### config.mk
export PLATFORM = sky130hd
export DESIGN_NAME = hmw_top
export DESIGN_NICKNAME = d
export VERILOG_FILES = /design/src/inc/hmw_pkg.sv /design/src/design/hmw_top.sv
export VERILOG_INCLUDE_DIRS = /design/src /design/src/inc
export SDC_FILE = /design/constraint.sdc
export NUM_CORES = 1
export LEC_CHECK = 0
export BUFFER_PORTS_ARGS = -buffer_cell sky130_fd_sc_hd__buf_2
export CAP_MARGIN = 20
export CELL_PAD_IN_SITES_DETAIL_PLACEMENT = 0
export CELL_PAD_IN_SITES_GLOBAL_PLACEMENT = 2
export CORE_MARGIN = 2
export CORE_UTILIZATION = 37
export DETAILED_ROUTE_END_ITERATION = 6
export PLACE_DENSITY_LB_ADDON = 0.1
export SLEW_MARGIN = 20
export SYNTH_ARGS = -nofsm -noshare
export SYNTH_HDL_FRONTEND = slang
export SYNTH_SLANG_ARGS = --single-unit
### constraint.sdc
create_clock -name mclk -period 3.4 [get_ports mclk]
set_clock_uncertainty 0.15 [all_clocks]
set_input_delay 0.34 -clock mclk [delete_from_list [all_inputs] [get_ports mclk]]
set_output_delay 0.34 -clock mclk [all_outputs]
set_load 0.1 [all_outputs]
### src/inc/hmw_regs.svh
`ifndef HMW_REGS_SVH
`define HMW_REGS_SVH
// Host I/O offsets of the window registers.
`define HMW_OFF_BANK_SEL 6'h01
`define HMW_OFF_PTR_LO 6'h02
`define HMW_OFF_PTR_HI 6'h03
// First and last of the four aliased data ports.
`define HMW_OFF_DP_FIRST 6'h04
`define HMW_OFF_DP_LAST 6'h07
// Transceiver windows, narrow and wide.
`define HMW_OFF_TRX_LO 6'h08
`define HMW_OFF_TRX_NARROW_HI 6'h0F
`define HMW_OFF_TRX_WIDE_HI 6'h27
// Field positions of the bank switch select register.
`define HMW_SEL_CAPTURE 7
`define HMW_SEL_FLASH 5
`define HMW_SEL_MBANK_HI 4
`define HMW_SEL_MBANK_LO 3
`define HMW_SEL_WIDE 2
`define HMW_SEL_TBANK_HI 1
`define HMW_SEL_TBANK_LO 0
// Sleep request bit of the upper pointer register.
`define HMW_PTR_HI_SLEEP 7
// Reset value of the control bits.
`define HMW_SEL_RST 8'h00
`endif

### src/inc/hmw_pkg.sv
package hmw_pkg;
  // Host pin group as sampled from the bus.
  typedef struct packed {
    logic rd;
    logic wr;
    logic [5:0] addr;
    logic [7:0] wdata;
  } hmw_host_t;
  // Request issued to the local memory bus.
  typedef struct packed {
    logic req;
    logic we;
    logic flash;
    logic [16:0] addr;
    logic [7:0] wdata;
  } hmw_mem_t;
  // Request issued to the transceiver registers.
  typedef struct packed {
    logic req;
    logic we;
    logic [4:0] index;
    logic [7:0] wdata;
  } hmw_trx_t;
endpackage : hmw_pkg

### src/design/hmw_top.sv
`timescale 1ns/1ps
`include "hmw_regs.svh"
module hmw_top #(
  parameter int PTR_W = 15
) (
  input wire logic mclk,
  input wire logic rst,
  input wire hmw_pkg::hmw_host_t host_pins,
  input wire logic isa_mode,
  input wire logic core_ale,
  input wire logic core_sleep_clr,
  input wire logic pd_active,
  input wire logic [7:0] mem_rdata,
  input wire logic [7:0] trx_rdata,
  output hmw_pkg::hmw_mem_t mem_out,
  output hmw_pkg::hmw_trx_t trx_out,
  output logic [7:0] host_rdata,
  output logic core_sleep_flag,
  output logic core_irq,
  output logic pd_exit
);
  import hmw_pkg::*;

  // The address map is laid out for a 15-bit pointer only.
  if (PTR_W != 15) begin : g_chk
    $error("hmw_top supports PTR_W of 15 only");
  end

  // Is the offset one of the four aliased data ports.
  function automatic logic is_dport(input logic [5:0] off);
    is_dport = (off >= `HMW_OFF_DP_FIRST) && (off <= `HMW_OFF_DP_LAST);
  endfunction : is_dport

  // Transceiver hit for the present window size.
  function automatic logic is_trx(input logic [5:0] off, input logic wide);
    if (wide) begin
      is_trx = (off >= `HMW_OFF_TRX_LO) && (off <= `HMW_OFF_TRX_WIDE_HI);
    end else begin
      is_trx = (off >= `HMW_OFF_TRX_LO) && (off <= `HMW_OFF_TRX_NARROW_HI);
    end
  endfunction : is_trx

  // First and second synchroniser stages for the host pins.
  hmw_host_t host_s1;
  hmw_host_t host_s2;
  // Strobe levels of the previous cycle, for edge detection.
  logic rd_prev;
  logic wr_prev;
  // Mode strap synchroniser stages.
  logic isa_s1;
  logic isa_s2;

  // Next values of the synchroniser and edge-detect stages.
  hmw_host_t next_host_s1;
  hmw_host_t next_host_s2;
  logic next_isa_s1;
  logic next_isa_s2;
  logic next_rd_prev;
  logic next_wr_prev;

  // Only the second stage reads the first; nothing else does.
  always_comb begin
    next_host_s1 = host_pins;
    next_host_s2 = host_s1;
    next_isa_s1 = isa_mode;
    next_isa_s2 = isa_s1;
    next_rd_prev = host_s2.rd;
    next_wr_prev = host_s2.wr;
  end

  // Host pins come from another clock domain; two flops each.
  always_ff @(posedge mclk or posedge rst) begin
    if (rst) begin
      host_s1 <= '0;
      host_s2 <= '0;
      isa_s1 <= 1'b0;
      isa_s2 <= 1'b0;
      rd_prev <= 1'b0;
      wr_prev <= 1'b0;
    end else begin
      host_s1 <= next_host_s1;
      host_s2 <= next_host_s2;
      isa_s1 <= next_isa_s1;
      isa_s2 <= next_isa_s2;
      rd_prev <= next_rd_prev;
      wr_prev <= next_wr_prev;
    end
  end

  // One-cycle events on the rising edge of each strobe.
  logic rd_evt;
  logic wr_evt;
  logic [5:0] off;
  logic [7:0] wd;
  assign rd_evt = host_s2.rd & ~rd_prev;
  assign wr_evt = host_s2.wr & ~wr_prev;
  assign off = host_s2.addr;
  assign wd = host_s2.wdata;

  // Bank switch select fields.
  logic capture;
  logic flash_target_select;
  logic [1:0] memory_bank_field;
  logic wide_window_bit;
  logic [1:0] transceiver_bank_field;
  // Next values of the control state.
  logic next_capture;
  logic next_flash;
  logic [1:0] next_mbank;
  logic next_wide;
  logic [1:0] next_tbank;
  logic next_sleep_flag;
  logic next_irq;
  logic next_pd_exit;
  logic [7:0] next_rdata;
  hmw_mem_t next_mem;
  hmw_trx_t next_trx;

  // Local pointer, kept outside every reset.
  logic [PTR_W-1:0] local_pointer;
  logic [PTR_W-1:0] next_ptr;

  // Decoded access kinds for the current event.
  logic dp_hit;
  logic trx_hit;
  logic [7:0] sel_view;
  logic [7:0] ptr_hi_view;
  assign dp_hit = is_dport(off);
  assign trx_hit = is_trx(off, wide_window_bit);

  // Read-back images; the reserved bit stays zero.
  always_comb begin
    sel_view = '0;
    sel_view[`HMW_SEL_CAPTURE] = capture;
    sel_view[`HMW_SEL_FLASH] = flash_target_select;
    sel_view[`HMW_SEL_MBANK_HI:`HMW_SEL_MBANK_LO] = memory_bank_field;
    sel_view[`HMW_SEL_WIDE] = wide_window_bit & ~isa_s2;
    sel_view[`HMW_SEL_TBANK_HI:`HMW_SEL_TBANK_LO] = transceiver_bank_field;
    ptr_hi_view = {1'b0, local_pointer[14:8]};
    // Card mode returns zero in place of undefined data.
    ptr_hi_view[`HMW_PTR_HI_SLEEP] = isa_s2 & pd_active;
  end

  // Pointer: host loads, or steps after each data port access.
  always_comb begin
    next_ptr = local_pointer;
    if (wr_evt && off == `HMW_OFF_PTR_LO) begin
      next_ptr[7:0] = wd;
    end else if (wr_evt && off == `HMW_OFF_PTR_HI) begin
      next_ptr[14:8] = wd[6:0];
    end else if ((wr_evt || rd_evt) && dp_hit) begin
      // The carry out of bit 7 alone steps the high part.
      next_ptr = local_pointer + 15'h0001;
    end
  end

  // No reset branch: the pointer survives every reset.
  always_ff @(posedge mclk) begin
    local_pointer <= next_ptr;
  end

  // Control, status and request generation.
  always_comb begin
    next_capture = capture;
    next_flash = flash_target_select;
    next_mbank = memory_bank_field;
    next_wide = wide_window_bit;
    next_tbank = transceiver_bank_field;
    next_sleep_flag = core_sleep_flag;
    next_irq = 1'b0;
    next_pd_exit = 1'b0;
    next_rdata = host_rdata;
    next_mem = mem_out;
    next_mem.req = 1'b0;
    next_trx = trx_out;
    next_trx.req = 1'b0;
    // Core clears the sleep flag by writing one to it.
    if (core_sleep_clr) begin
      next_sleep_flag = 1'b0;
    end
    if (wr_evt) begin
      // Register writes from the host.
      if (off == `HMW_OFF_BANK_SEL) begin
        // Only a zero clears the capture bit.
        if (!wd[`HMW_SEL_CAPTURE]) begin
          next_capture = 1'b0;
        end
        next_flash = wd[`HMW_SEL_FLASH];
        next_mbank = wd[`HMW_SEL_MBANK_HI:`HMW_SEL_MBANK_LO];
        // The wide bit is frozen at zero in Plug and Play mode.
        if (!isa_s2) begin
          next_wide = wd[`HMW_SEL_WIDE];
        end
        next_tbank = wd[`HMW_SEL_TBANK_HI:`HMW_SEL_TBANK_LO];
      end else if (off == `HMW_OFF_PTR_HI && isa_s2) begin
        // Sleep request only acts in Plug and Play mode.
        if (wd[`HMW_PTR_HI_SLEEP]) begin
          next_sleep_flag = 1'b1;
          next_irq = 1'b1;
        end else if (pd_active) begin
          next_pd_exit = 1'b1;
        end
      end
    end
    if ((wr_evt || rd_evt) && dp_hit) begin
      // Every alias uses the same pointer and bank, no offset.
      next_mem.req = 1'b1;
      next_mem.we = wr_evt;
      next_mem.flash = flash_target_select;
      next_mem.addr = {memory_bank_field, local_pointer};
      next_mem.wdata = wd;
    end
    if ((wr_evt || rd_evt) && trx_hit) begin
      next_trx.req = 1'b1;
      next_trx.we = wr_evt;
      next_trx.wdata = wd;
      if (wide_window_bit) begin
        // Wide window maps the offset straight onto the space.
        next_trx.index = 5'(off - `HMW_OFF_TRX_LO);
      end else begin
        next_trx.index = {transceiver_bank_field, off[2:0]};
      end
    end
    if (rd_evt) begin
      // Read data captured on the rising read strobe.
      if (off == `HMW_OFF_BANK_SEL) begin
        next_rdata = sel_view;
      end else if (off == `HMW_OFF_PTR_LO) begin
        next_rdata = local_pointer[7:0];
      end else if (off == `HMW_OFF_PTR_HI) begin
        next_rdata = ptr_hi_view;
      end else if (dp_hit) begin
        next_rdata = mem_rdata;
      end else if (trx_hit) begin
        next_rdata = trx_rdata;
      end else begin
        // Unmapped offsets read as zero.
        next_rdata = 8'h00;
      end
    end
    // In Plug and Play mode the wide window closes at the next edge, so the
    // decode follows one cycle behind the zero that reads return from the same cycle isa_s2 rises.
    if (isa_s2) begin
      next_wide = 1'b0;
    end
    // A strobe in the clearing cycle still sets the bit.
    if (core_ale) begin
      next_capture = 1'b1;
    end
  end

  // Registers of the control state.
  always_ff @(posedge mclk or posedge rst) begin
    if (rst) begin
      // The capture bit takes its place in the reset image.
      capture <= 1'(`HMW_SEL_RST >> `HMW_SEL_CAPTURE);
      flash_target_select <= 1'b0;
      memory_bank_field <= 2'h0;
      wide_window_bit <= 1'b0;
      transceiver_bank_field <= 2'h0;
      core_sleep_flag <= 1'b0;
      core_irq <= 1'b0;
      pd_exit <= 1'b0;
      host_rdata <= 8'h00;
      mem_out <= '0;
      trx_out <= '0;
    end else begin
      capture <= next_capture;
      flash_target_select <= next_flash;
      memory_bank_field <= next_mbank;
      wide_window_bit <= next_wide;
      transceiver_bank_field <= next_tbank;
      core_sleep_flag <= next_sleep_flag;
      core_irq <= next_irq;
      pd_exit <= next_pd_exit;
      host_rdata <= next_rdata;
      mem_out <= next_mem;
      trx_out <= next_trx;
    end
  end
endmodule : hmw_top

==> flow_summary.ini, run 1 <==
[outcome]
status = complete, no violations

[clock_network]
cts_buffers = 9
cts_resized = 0
cts_root_buffer = clkbuf_16
post_cts_buffers = 0
h-tree-depth = 3
clk_latency_ns = 0.36
clock_sinks = 112
path_clk_slew_ns = 0.08
cts_buffer_depth = 2
tritoncts = built

[logic_synthesis]
yosys.area.top_type = dfrtp_1
synth_area_leaders = dfrtp_1, mux2_2, edfxtp_1
yosysUniqueCellTypes = 57
syn_inst = 384
synth_edf_count = 15
synth_nets = 423
synth_ff_type = dfrtp_1
seq_area_frac_synth_pct = 60.1
netlist.area_leader.share_pct = 50.7
ys_seq_elements = 112
synth-async-reset-ratio_pct = 86.6
syn_area_um2 = 4780
syn_avg_cell_area_um2 = 12.5
ys_warn_count = 0

[drt]
antenna_left = 0
vias = 3295
wire_per_inst_um = 17.4
drtIter0Drc = 175
dr.pass1.iters = 4
vias_per_cell = 4.96
wirelength_um = 11500
drc = 0

[placed_design]
dp_hpwl_um = 8400
io_buffers = 91
post_dp_cell_area_um2 = 5390
place.gp.congestion = 0.771

[floorplanning]
die-area_um2 = 13900
die_h_um = 118
core_area_um2 = 12600
start_util_pct = 37.9
ioPinCount = 92
fp.dieW_um = 118
rows = 41

[global_route]
grt_pass1_vias = 3334
grt-ovfl-total = 0
antenna_found_initial = 0
grt.total_usage_pct = 17.3
grt_pass1_wl_um = 18400
grt_max_degree = 45

[critical_path]
critPathRequiredTime_ns = 3.34
criticalPathCategory = reg -> reg
start_kind = flip-flop
rr_endpoint = local_pointer[13]
crit_arrival_ns = 2.68
reg2reg_slack_ns = 0.66
crit_path_max_fanout = 20
worstRegToRegCells = 5
r2r_start = off[5]
cp-end-kind = flip-flop

[timing]
fmax_mhz = 365
setup_viol = 0
setup_tns_ns = 0
max-slew-margin-rel_pct = 44.7
post-route-period-util_pct = 80.6
grt_setup_unrepaired = no
fin_crit_ns = 2.74
worst_pin_slew_ns = 0.829
hold_violations = 0
finalMaxSlewViolations = 0

[power]
peakVddDrop_mv = 0.501
p_per_area_nw_per_um2 = 666
p_leak_nw = 2.60

[layout]
antennaDiodeCount = 0
final_nets = 526
n_fill_cell = 1233
areaGrowthSynthToFinish_pct = 22.5
drive_gt1_share_pct = 35.2
stdcell_area_um2 = 5860

[hold_path]
hold_path_class = in -> reg
min_to = capture
whs_path_depth = 2
hold_path_startpoint = core_ale

[flow_run]
max_cap_viol_count = 0
-- layer usage --
metal / track usage (%) / vias to the layer above / wire length [µm]
li1: - / 1583 / -
met1: 25.6 / 1614 / 5840
met2: 24.8 / 84 / 4970
met3: 4.17 / 14 / 565
met4: 5.72 / 0 / 158
met5: 0 / - / 0
-- power by group --
group / total [mW] / internal [mW] / leakage, nW / switching [mW]
Sequential: 1.60 / 1.50 / 1.33 / 0.102
Clock: 1.03 / 0.548 / 0.146 / 0.486
Combinational: 1.26 / 0.222 / 1.12 / 1.04
Total: 3.90 / 2.27 / 2.60 / 1.63
-- layout by cell type, fill, tap and decap left out, types with 4 or more instances in the layout --
cell type	count
nand3_1	12
a21oi_1	25
edfxtp_1	15
clkbuf_16	9
xor2_1	9
nand4_1	4
o21ai_0	22
buf_4	4
o2bb2ai_1	6
mux2_2	49
dfrtp_1	97
nor2_1	17
nand2b_1	12
xnor2_1	4
dlygate4sd3_1	18
buf_2	91
a22oi_1	4
nand2_1	24
nor2b_1	8
inv_1	6
-- registers in the layout, summed over array words and instances (netlist names), 6 cells and up --
register,count
host_s1,16
trx_out,15
local_pointer,15
wd,8
host_rdata,8
mem_out,28
off,6
-- synth_stat cells, types with 4 or more instances --
| cell | n |
|---|---|
| clkbuf_1 | 11 |
| mux2_2 | 49 |
| nand2_1 | 24 |
| a22oi_1 | 4 |
| a21oi_1 | 25 |
| xor2_1 | 9 |
| edfxtp_1 | 15 |
| xnor2_1 | 4 |
| nor2b_1 | 8 |
| nor2_1 | 17 |
| nand2b_1 | 12 |
| nand3_1 | 12 |
| dfrtp_1 | 97 |
| buf_2 | 5 |
| inv_1 | 7 |
| o2bb2ai_1 | 6 |
| nand4_1 | 4 |
| o21ai_0 | 22 |
-- critical path, cell delays in order (launching register included) --
cell,delay [ns]
dfrtp_1,0.74
nor2_1,0.14
nand3b_1,0.41
or2_1,0.52
inv_1,0.12
or2_2,0.40
-- worst max path at each step --
stage          cells past startpoint  slack, ns                 to    from
6_report                           5       0.66  local_pointer[13]  off[5]
5_1_grt                            5       0.41  local_pointer[14]  off[5]
4_1_cts                            5       0.66  local_pointer[12]  off[5]
3_5_place_dp                       5       0.67  local_pointer[12]  off[5]
3_3_place_gp                       5       0.76   local_pointer[9]  off[5]
2_1_floorplan                      1       0.38            capture     rst
-- metrics by stage --
stage               util, %  cells  setup slack [ns]  hold WS (ns)  power (mW)
floorplan                 -    384             0.376         0.181        2.66
global placement       42.7    630             0.764         0.182        2.88
detailed placement     42.7    630             0.672         0.186        2.89
CTS                    46.4    664             0.662       0.00162        3.96
global route           46.4    664             0.409        0.0161        4.06
finish                 46.4    664             0.659        0.0105        3.90
-- final cells by class --
type / instances / area [µm²] / share of cell area, %
clock buffers: 12 / 256 / 4.38
inverters: 7 / 28.8 / 0.491
clock inverters: 4 / 35.0 / 0.598
flip-flops and latches: 112 / 2880 / 49.1
multi-input cells: 243 / 1760 / 30.1
well taps: 172 / 215 / 3.67
repair buffers: 114 / 686 / 11.7
-- logic make-up after synthesis --
| group | count (synthesis) | share of synthesized area (%) |
|---|---|---|
| DFF | 112 | 60.1 |
| and+or+nand+nor | 97 | 11.4 |
| AOI/OAI and AO/OA | 81 | 10.8 |
| muxes | 51 | 12.0 |
| buffers and inverters | 29 | 3.03 |
| xor gates and xnor gates | 13 | 2.38 |
| adders and majority gates | 1 | 0.261 |
-- timing repair --
item / 4_1_cts / 5_1_grt
hold buffers: 18 / 0
endpoints found under the hold margin: 59 / 0
setup endpoints to repair: 0 / 0
Note: power is estimated with default switching activity, not from simulation.
==> run 2, diff against run 1 <==
--- a/config.mk
+++ b/config.mk
@@ -6,12 +6,13 @@
 export SDC_FILE = /design/constraint.sdc
 export NUM_CORES = 1
 export LEC_CHECK = 0
+export ABC_AREA = 1
 export BUFFER_PORTS_ARGS = -buffer_cell sky130_fd_sc_hd__buf_2
 export CAP_MARGIN = 20
 export CELL_PAD_IN_SITES_DETAIL_PLACEMENT = 0
 export CELL_PAD_IN_SITES_GLOBAL_PLACEMENT = 2
 export CORE_MARGIN = 2
-export CORE_UTILIZATION = 37
+export CORE_UTILIZATION = 34
 export DETAILED_ROUTE_END_ITERATION = 6
 export PLACE_DENSITY_LB_ADDON = 0.1
 export SLEW_MARGIN = 20
==> constraint.sdc (replaced) <==
create_clock -name mclk -period 2.7 [get_ports mclk]
set_clock_uncertainty 0.15 [all_clocks]
set_input_delay 0.27 -clock mclk [delete_from_list [all_inputs] [get_ports mclk]]
set_output_delay 0.27 -clock mclk [all_outputs]
set_load 0.1 [all_outputs]
==> flow_summary.ini, run 2 <==
[placed_design]
dp_cells = 731
io_buffers = 91
post_dp_cell_area_um2 = 5260
dp_hpwl_um = 8950
place.gp.congestion = 0.843

[layout]
final_common_cell = nand2_1
layout_common_cells = nand2_1, dfrtp_1, buf_2, o21ai_1, inv_1
antennaDiodeCount = 0
reg.largest.list = mem_out x28, host_s1 x16
drive_gt1_share_pct = 25.9
final_nets = 625
fin_cells = 767
n_fill_cell = 1336
fin_util_pct = 43.5
stdcell_area_um2 = 5760
largest_reg_flops = 28
areaGrowthSynthToFinish_pct = 25.1
regMostFlops = mem_out

[logic_synthesis]
seq_area_frac_synth_pct = 62.6
ys_top_cells_by_count = nand2_1, dfrtp_1, inv_1, o21ai_1, nor2_1
synth_compound_area_share_pct = 9.71
ys_seq_elements = 112
synthSimpleGateAreaFrac_pct = 20.6
synthAdderAreaFrac_pct = 0.272
synth_top_family_by_area = simple AND/OR/NAND/NOR gates
yosysMostFrequentCell = nand2_1
ys_warn_count = 0
synth_area_leaders = dfrtp_1, edfxtp_1, nand2_1
netlist.area_leader.share_pct = 52.8
synth_ff_type = dfrtp_1
yosys.area.top_type = dfrtp_1
muxShareOfSynthArea_pct = 0
synth-async-reset-ratio_pct = 86.6
syn_area_um2 = 4600
synth_xor_area_share_pct = 0.952
yosysUniqueCellTypes = 28
syn_inst = 471
synth_edf_count = 15
syn_avg_cell_area_um2 = 9.77
synth_nets = 510

[drt]
dr.pass1.iters = 4
wire_per_inst_um = 15.6
drtIter0Drc = 214
drc = 0
vias = 3509
wirelength_um = 12000
vias_per_cell = 4.57
antenna_left = 0

[floorplanning]
die-area_um2 = 14500
die_h_um = 120
fp.dieW_um = 120
ioPinCount = 92
start_util_pct = 34.7
core_area_um2 = 13200
rows = 42

[global_route]
antenna_found_initial = 0
grt_pass1_wl_um = 18900
grt_max_degree = 58
grt-ovfl-total = 0
grt.total_usage_pct = 17.4
grt_pass1_vias = 3361

[critical_path]
crit_slowest_cell = dfrtp_1
cp-end-kind = flip-flop
crit_arrival_ns = 2.07
cp-endpoint = local_pointer[0]
critPathMostFrequentCell = nor2_4
r2r_start = off[4]
start_kind = flip-flop
worstSetupStartpoint = off[4]
crit_chain = nor2_4 -> nand3_2 -> nor2_4 -> nand2_2 -> nand2_1
crit_path_max_fanout = 17
reg2reg_slack_ns = 0.50
worstRegToRegCells = 5
criticalPathCategory = reg -> reg
cpPeakStageDelay_ns = 0.45
critPathRequiredTime_ns = 2.57
rr_endpoint = local_pointer[0]

[outcome]
status = complete, no violations

[clock_network]
cts_root_buffer = clkbuf_16
cts_resized = 0
h-tree-depth = 3
clk_latency_ns = 0.35
tritoncts = built
path_clk_slew_ns = 0.07
cts_buffers = 9
cts_buffer_depth = 2
clock_sinks = 112

[timing]
setup_tns_ns = 0
worst_pin_slew_ns = 0.613
fmax_mhz = 455
post-route-period-util_pct = 81.3
fin_crit_ns = 2.20
setup_viol = 0
grt_setup_unrepaired = no
finalMaxSlewViolations = 0
max-slew-margin-rel_pct = 59.1
hold_violations = 0

[hold_path]
hold_path_class = in -> reg

[power]
p_leak_nw = 2.84
peakVddDrop_mv = 0.407
p_per_area_nw_per_um2 = 834

[flow_run]
max_cap_viol_count = 0
## run 2: cell types whose count changed after synthesis, moves of 8 or more
cell,before,now
o21ai_0,22,13
a21oi_1,25,5
nor2b_1,8,0
nand4_1,4,20
o21ai_2,0,13
inv_1,7,40
mux2_2,49,0
nor2_1,17,37
nand2_1,24,114
o21ai_1,0,40
nand2_2,1,9
clkbuf_1,11,3
nand2b_1,12,0
## run 2: cells by family (layout without fill, tap and decap cells)
kind of cell / count (synthesis) / after routing
simple gates: 215 / 215
buf+inv: 62 / 182
fa+ha+maj: 1 / 1
flops: 112 / 112
xor+xnor: 5 / 5
compound gates: 76 / 76
## run 2: per-layer routing
metal | up-vias | GRT usage (%) | part of all wire (%)
li1 | 1779 | - | -
met1 | 1636 | 26.7 | 51
met2 | 76 | 24.5 | 42
met3 | 18 | 2.69 | 4.1
met4 | 0 | 7.27 | 2.4
met5 | - | 0 | 0
## run 2: cell type report
| cell class | instances | area, µm² | area share (%) |
|---|---|---|---|
| sequential | 112 | 2880 | 50.0 |
| multi-input combinational | 297 | 1450 | 25.2 |
| timing repair buffer | 119 | 728 | 12.6 |
| clock buffer | 11 | 253 | 4.39 |
| tap | 176 | 220 | 3.83 |
| inverter | 47 | 180 | 3.13 |
| clock inverter | 5 | 45.0 | 0.782 |
## run 2: critical path, delay by kind of cell, from the launching register on
family / cells / cell delay [ns]
and+or+nand+nor: 5 / 1.26
DFF: 1 / 0.45
## run 2: worst min-delay path by stage
| stage | from | to | slack (ns) | cells after the start |
|---|---|---|---|---|
| after floorplan | host_pins[0] | host_s1[0] | 0.15 | 0 |
| after global placement | rst | mem_out[1] | 0.13 | 2 |
| after detailed placement | rst | mem_out[1] | 0.14 | 2 |
| after CTS | pd_active | pd_exit | 0.003 | 3 |
| after global routing | pd_active | pd_exit | 0.01 | 3 |
| final | pd_active | pd_exit | 0.01 | 3 |
## run 2: power by group
part	leakage (nW)	switching, mW	total [mW]	internal, mW
Sequential	1.34	0.0996	1.98	1.88
Clock	0.150	0.637	1.33	0.694
Combinational	1.35	1.27	1.49	0.229
Total	2.84	2.00	4.80	2.80
## run 2: what timing repair did
action | CTS | global route
buffers inserted | 0 | 0
hold buffers | 20 | 0
hold endpoints to repair | 34 | 0
## run 2: per-stage QoR
stage | power (mW) | hold slack (ns) | setup slack, ns
floorplan | 3.22 | 0.151 | 0.883
global placement | 3.48 | 0.131 | 0.570
detailed placement | 3.49 | 0.141 | 0.515
CTS | 4.87 | 0.00256 | 0.502
global route | 5.02 | 0.0137 | 0.346
finish | 4.80 | 0.0116 | 0.504
==> run 3, diff against run 2 <==
--- a/config.mk
+++ b/config.mk
@@ -6,13 +6,13 @@
 export SDC_FILE = /design/constraint.sdc
 export NUM_CORES = 1
 export LEC_CHECK = 0
-export ABC_AREA = 1
+export ABC_AREA = 0
 export BUFFER_PORTS_ARGS = -buffer_cell sky130_fd_sc_hd__buf_2
 export CAP_MARGIN = 20
 export CELL_PAD_IN_SITES_DETAIL_PLACEMENT = 0
 export CELL_PAD_IN_SITES_GLOBAL_PLACEMENT = 2
 export CORE_MARGIN = 2
-export CORE_UTILIZATION = 34
+export CORE_UTILIZATION = 33
 export DETAILED_ROUTE_END_ITERATION = 6
 export PLACE_DENSITY_LB_ADDON = 0.1
 export SLEW_MARGIN = 20
==> constraint.sdc (replaced) <==
create_clock -name mclk -period 1.79 [get_ports mclk]
set_clock_uncertainty 0.15 [all_clocks]
set_input_delay 0.179 -clock mclk [delete_from_list [all_inputs] [get_ports mclk]]
set_output_delay 0.179 -clock mclk [all_outputs]
set_load 0.1 [all_outputs]
==> flow_summary.ini, run 3 (synthesized netlist as in run 1, its figures left out) <==
[layout]
regMostFlops = mem_out
reg.largest.list = mem_out x28, host_s1 x16
fin_util_pct = 48.5
stdcell_area_um2 = 6970
largest_reg_flops = 28
antennaDiodeCount = 0
fin_cells = 762
final_common_cell = dfrtp_1
drive_gt1_share_pct = 50.7
areaGrowthSynthToFinish_pct = 45.8
n_fill_cell = 1325
final_nets = 612
layout_common_cells = dfrtp_1, buf_2, buf_4, mux2_2, nand2_1

[outcome]
violations = negative setup slack
status = finished with violations

[drt]
antenna_left = 0
drc = 0
vias = 3659
wirelength_um = 12800
vias_per_cell = 4.80
dr.pass1.iters = 4
wire_per_inst_um = 16.8
drtIter0Drc = 119

[floorplanning]
die_h_um = 124
fp.dieW_um = 124
ioPinCount = 92
core_area_um2 = 14400
rows = 44
start_util_pct = 33.3
die-area_um2 = 15500

[clock_network]
path_clk_slew_ns = 0.07
cts_root_buffer = clkbuf_16
cts_buffer_depth = 2
h-tree-depth = 3
tritoncts = built
cts_buffers = 9
clk_latency_ns = 0.35
clock_sinks = 112

[global_route]
antenna_found_initial = 0
grt-ovfl-total = 0
grt_pass1_wl_um = 20700
grt.total_usage_pct = 17.1
grt_max_degree = 45
grt_pass1_vias = 3862

[power]
p_per_area_nw_per_um2 = 1110
power_mw = 7.75
p_leak_nw = 3.15
peakVddDrop_mv = 0.808

[timing]
post-route-period-util_pct = 107
max-slew-margin-rel_pct = 64.9
holdWs_ns = 0.104
worst_pin_slew_ns = 0.526
finalMaxSlewViolations = 0
fin_ws_ns = -0.125
hold_violations = 0
grt_setup_unrepaired = yes
fin_crit_ns = 1.92
fmax_mhz = 522
setup_viol = 59

[hold_path]
hold_path_class = in -> reg

[critical_path]
crit_chain = or4_4 -> buf_12 -> o22ai_2 -> o22ai_1 -> mux2_4
crit_path_max_fanout = 9
criticalPathCategory = reg -> reg
cpPeakStageDelay_ns = 0.61
crit_arrival_ns = 2.01
crit_slowest_cell = or4_4
critPathRequiredTime_ns = 1.88
cp-end-kind = flip-flop
start_kind = flip-flop

[placed_design]
dp_cells = 703
io_buffers = 91
place.gp.congestion = 0.786
post_dp_cell_area_um2 = 5960
dp_hpwl_um = 9160

[flow_run]
max_cap_viol_count = 0
==> run 3: where the power goes <==
part | internal (mW) | switching (mW) | leakage, nW | total [mW]
logic | 0.557 | 2.05 | 1.67 | 2.61
clock network | 1.18 | 0.929 | 0.150 | 2.11
registers | 2.85 | 0.173 | 1.33 | 3.03
==> run 3: layer usage <==
| layer | GRT usage (%) | vias to the layer above | share of wire, % |
|---|---|---|---|
| met4 | 6.35 | 0 | 1.7 |
| li1 | - | 1763 | - |
| met1 | 23.8 | 1793 | 49 |
| met2 | 26.3 | 89 | 46 |
| met5 | 0 | - | 0 |
| met3 | 3.87 | 14 | 4.2 |
==> run 3: metrics by stage <==
stage	setup TNS (ns)	setup WS [ns]
global placement	-7.23	-0.250
CTS	-3.14	-0.125
global route	-8.75	-0.186
detailed placement	-9.15	-0.242
finish	-3.89	-0.125
floorplan	-1.66	-0.112
==> run 3: area by class of cell <==
class | count | area (µm²) | area share, %
sequential | 112 | 2880 | 41.4
multi-input combinational | 243 | 2030 | 29.1
timing repair buffer | 200 | 1490 | 21.4
clock buffer | 13 | 262 | 3.75
tap | 184 | 230 | 3.30
clock inverter | 3 | 47.5 | 0.682
inverter | 7 | 30.0 | 0.431
==> run 3: final timing paths <==
path                       cells after the start  slack, ns             to         start
setup reg to reg                               5      -0.13  host_rdata[3]        off[3]
setup / recovery                               5      -0.13  host_rdata[3]        off[3]
min in group asynchronous                      3       0.26    host_s1[11]           rst
max in group asynchronous                      4       0.64    mem_out[21]           rst
hold / removal                                 4       0.10  host_rdata[2]  mem_rdata[2]
hold reg to reg                                0       0.20         off[1]    host_s1[9]
==> run 3: repair_timing <==
action                                 in CTS  in global routing
setup endpoints to repair                  85                 81
buffers inserted                           12                  7
pin swaps                                   7                  7
endpoints found under the hold margin      41                  0
cloned                                      2                  1
hold buffers                               22                  0
resized for setup                          53                 32
==> run 3: worst max-delay path: cells and delay by family, from the launching register on <==
| family | cells | cell delay (ns) |
|---|---|---|
| multiplexers | 1 | 0.28 |
| flip-flops | 1 | 0.43 |
| buffers and inverters | 1 | 0.18 |
| AO/OA/AOI/OAI | 2 | 0.16 |
| AND/OR/NAND/NOR | 1 | 0.61 |
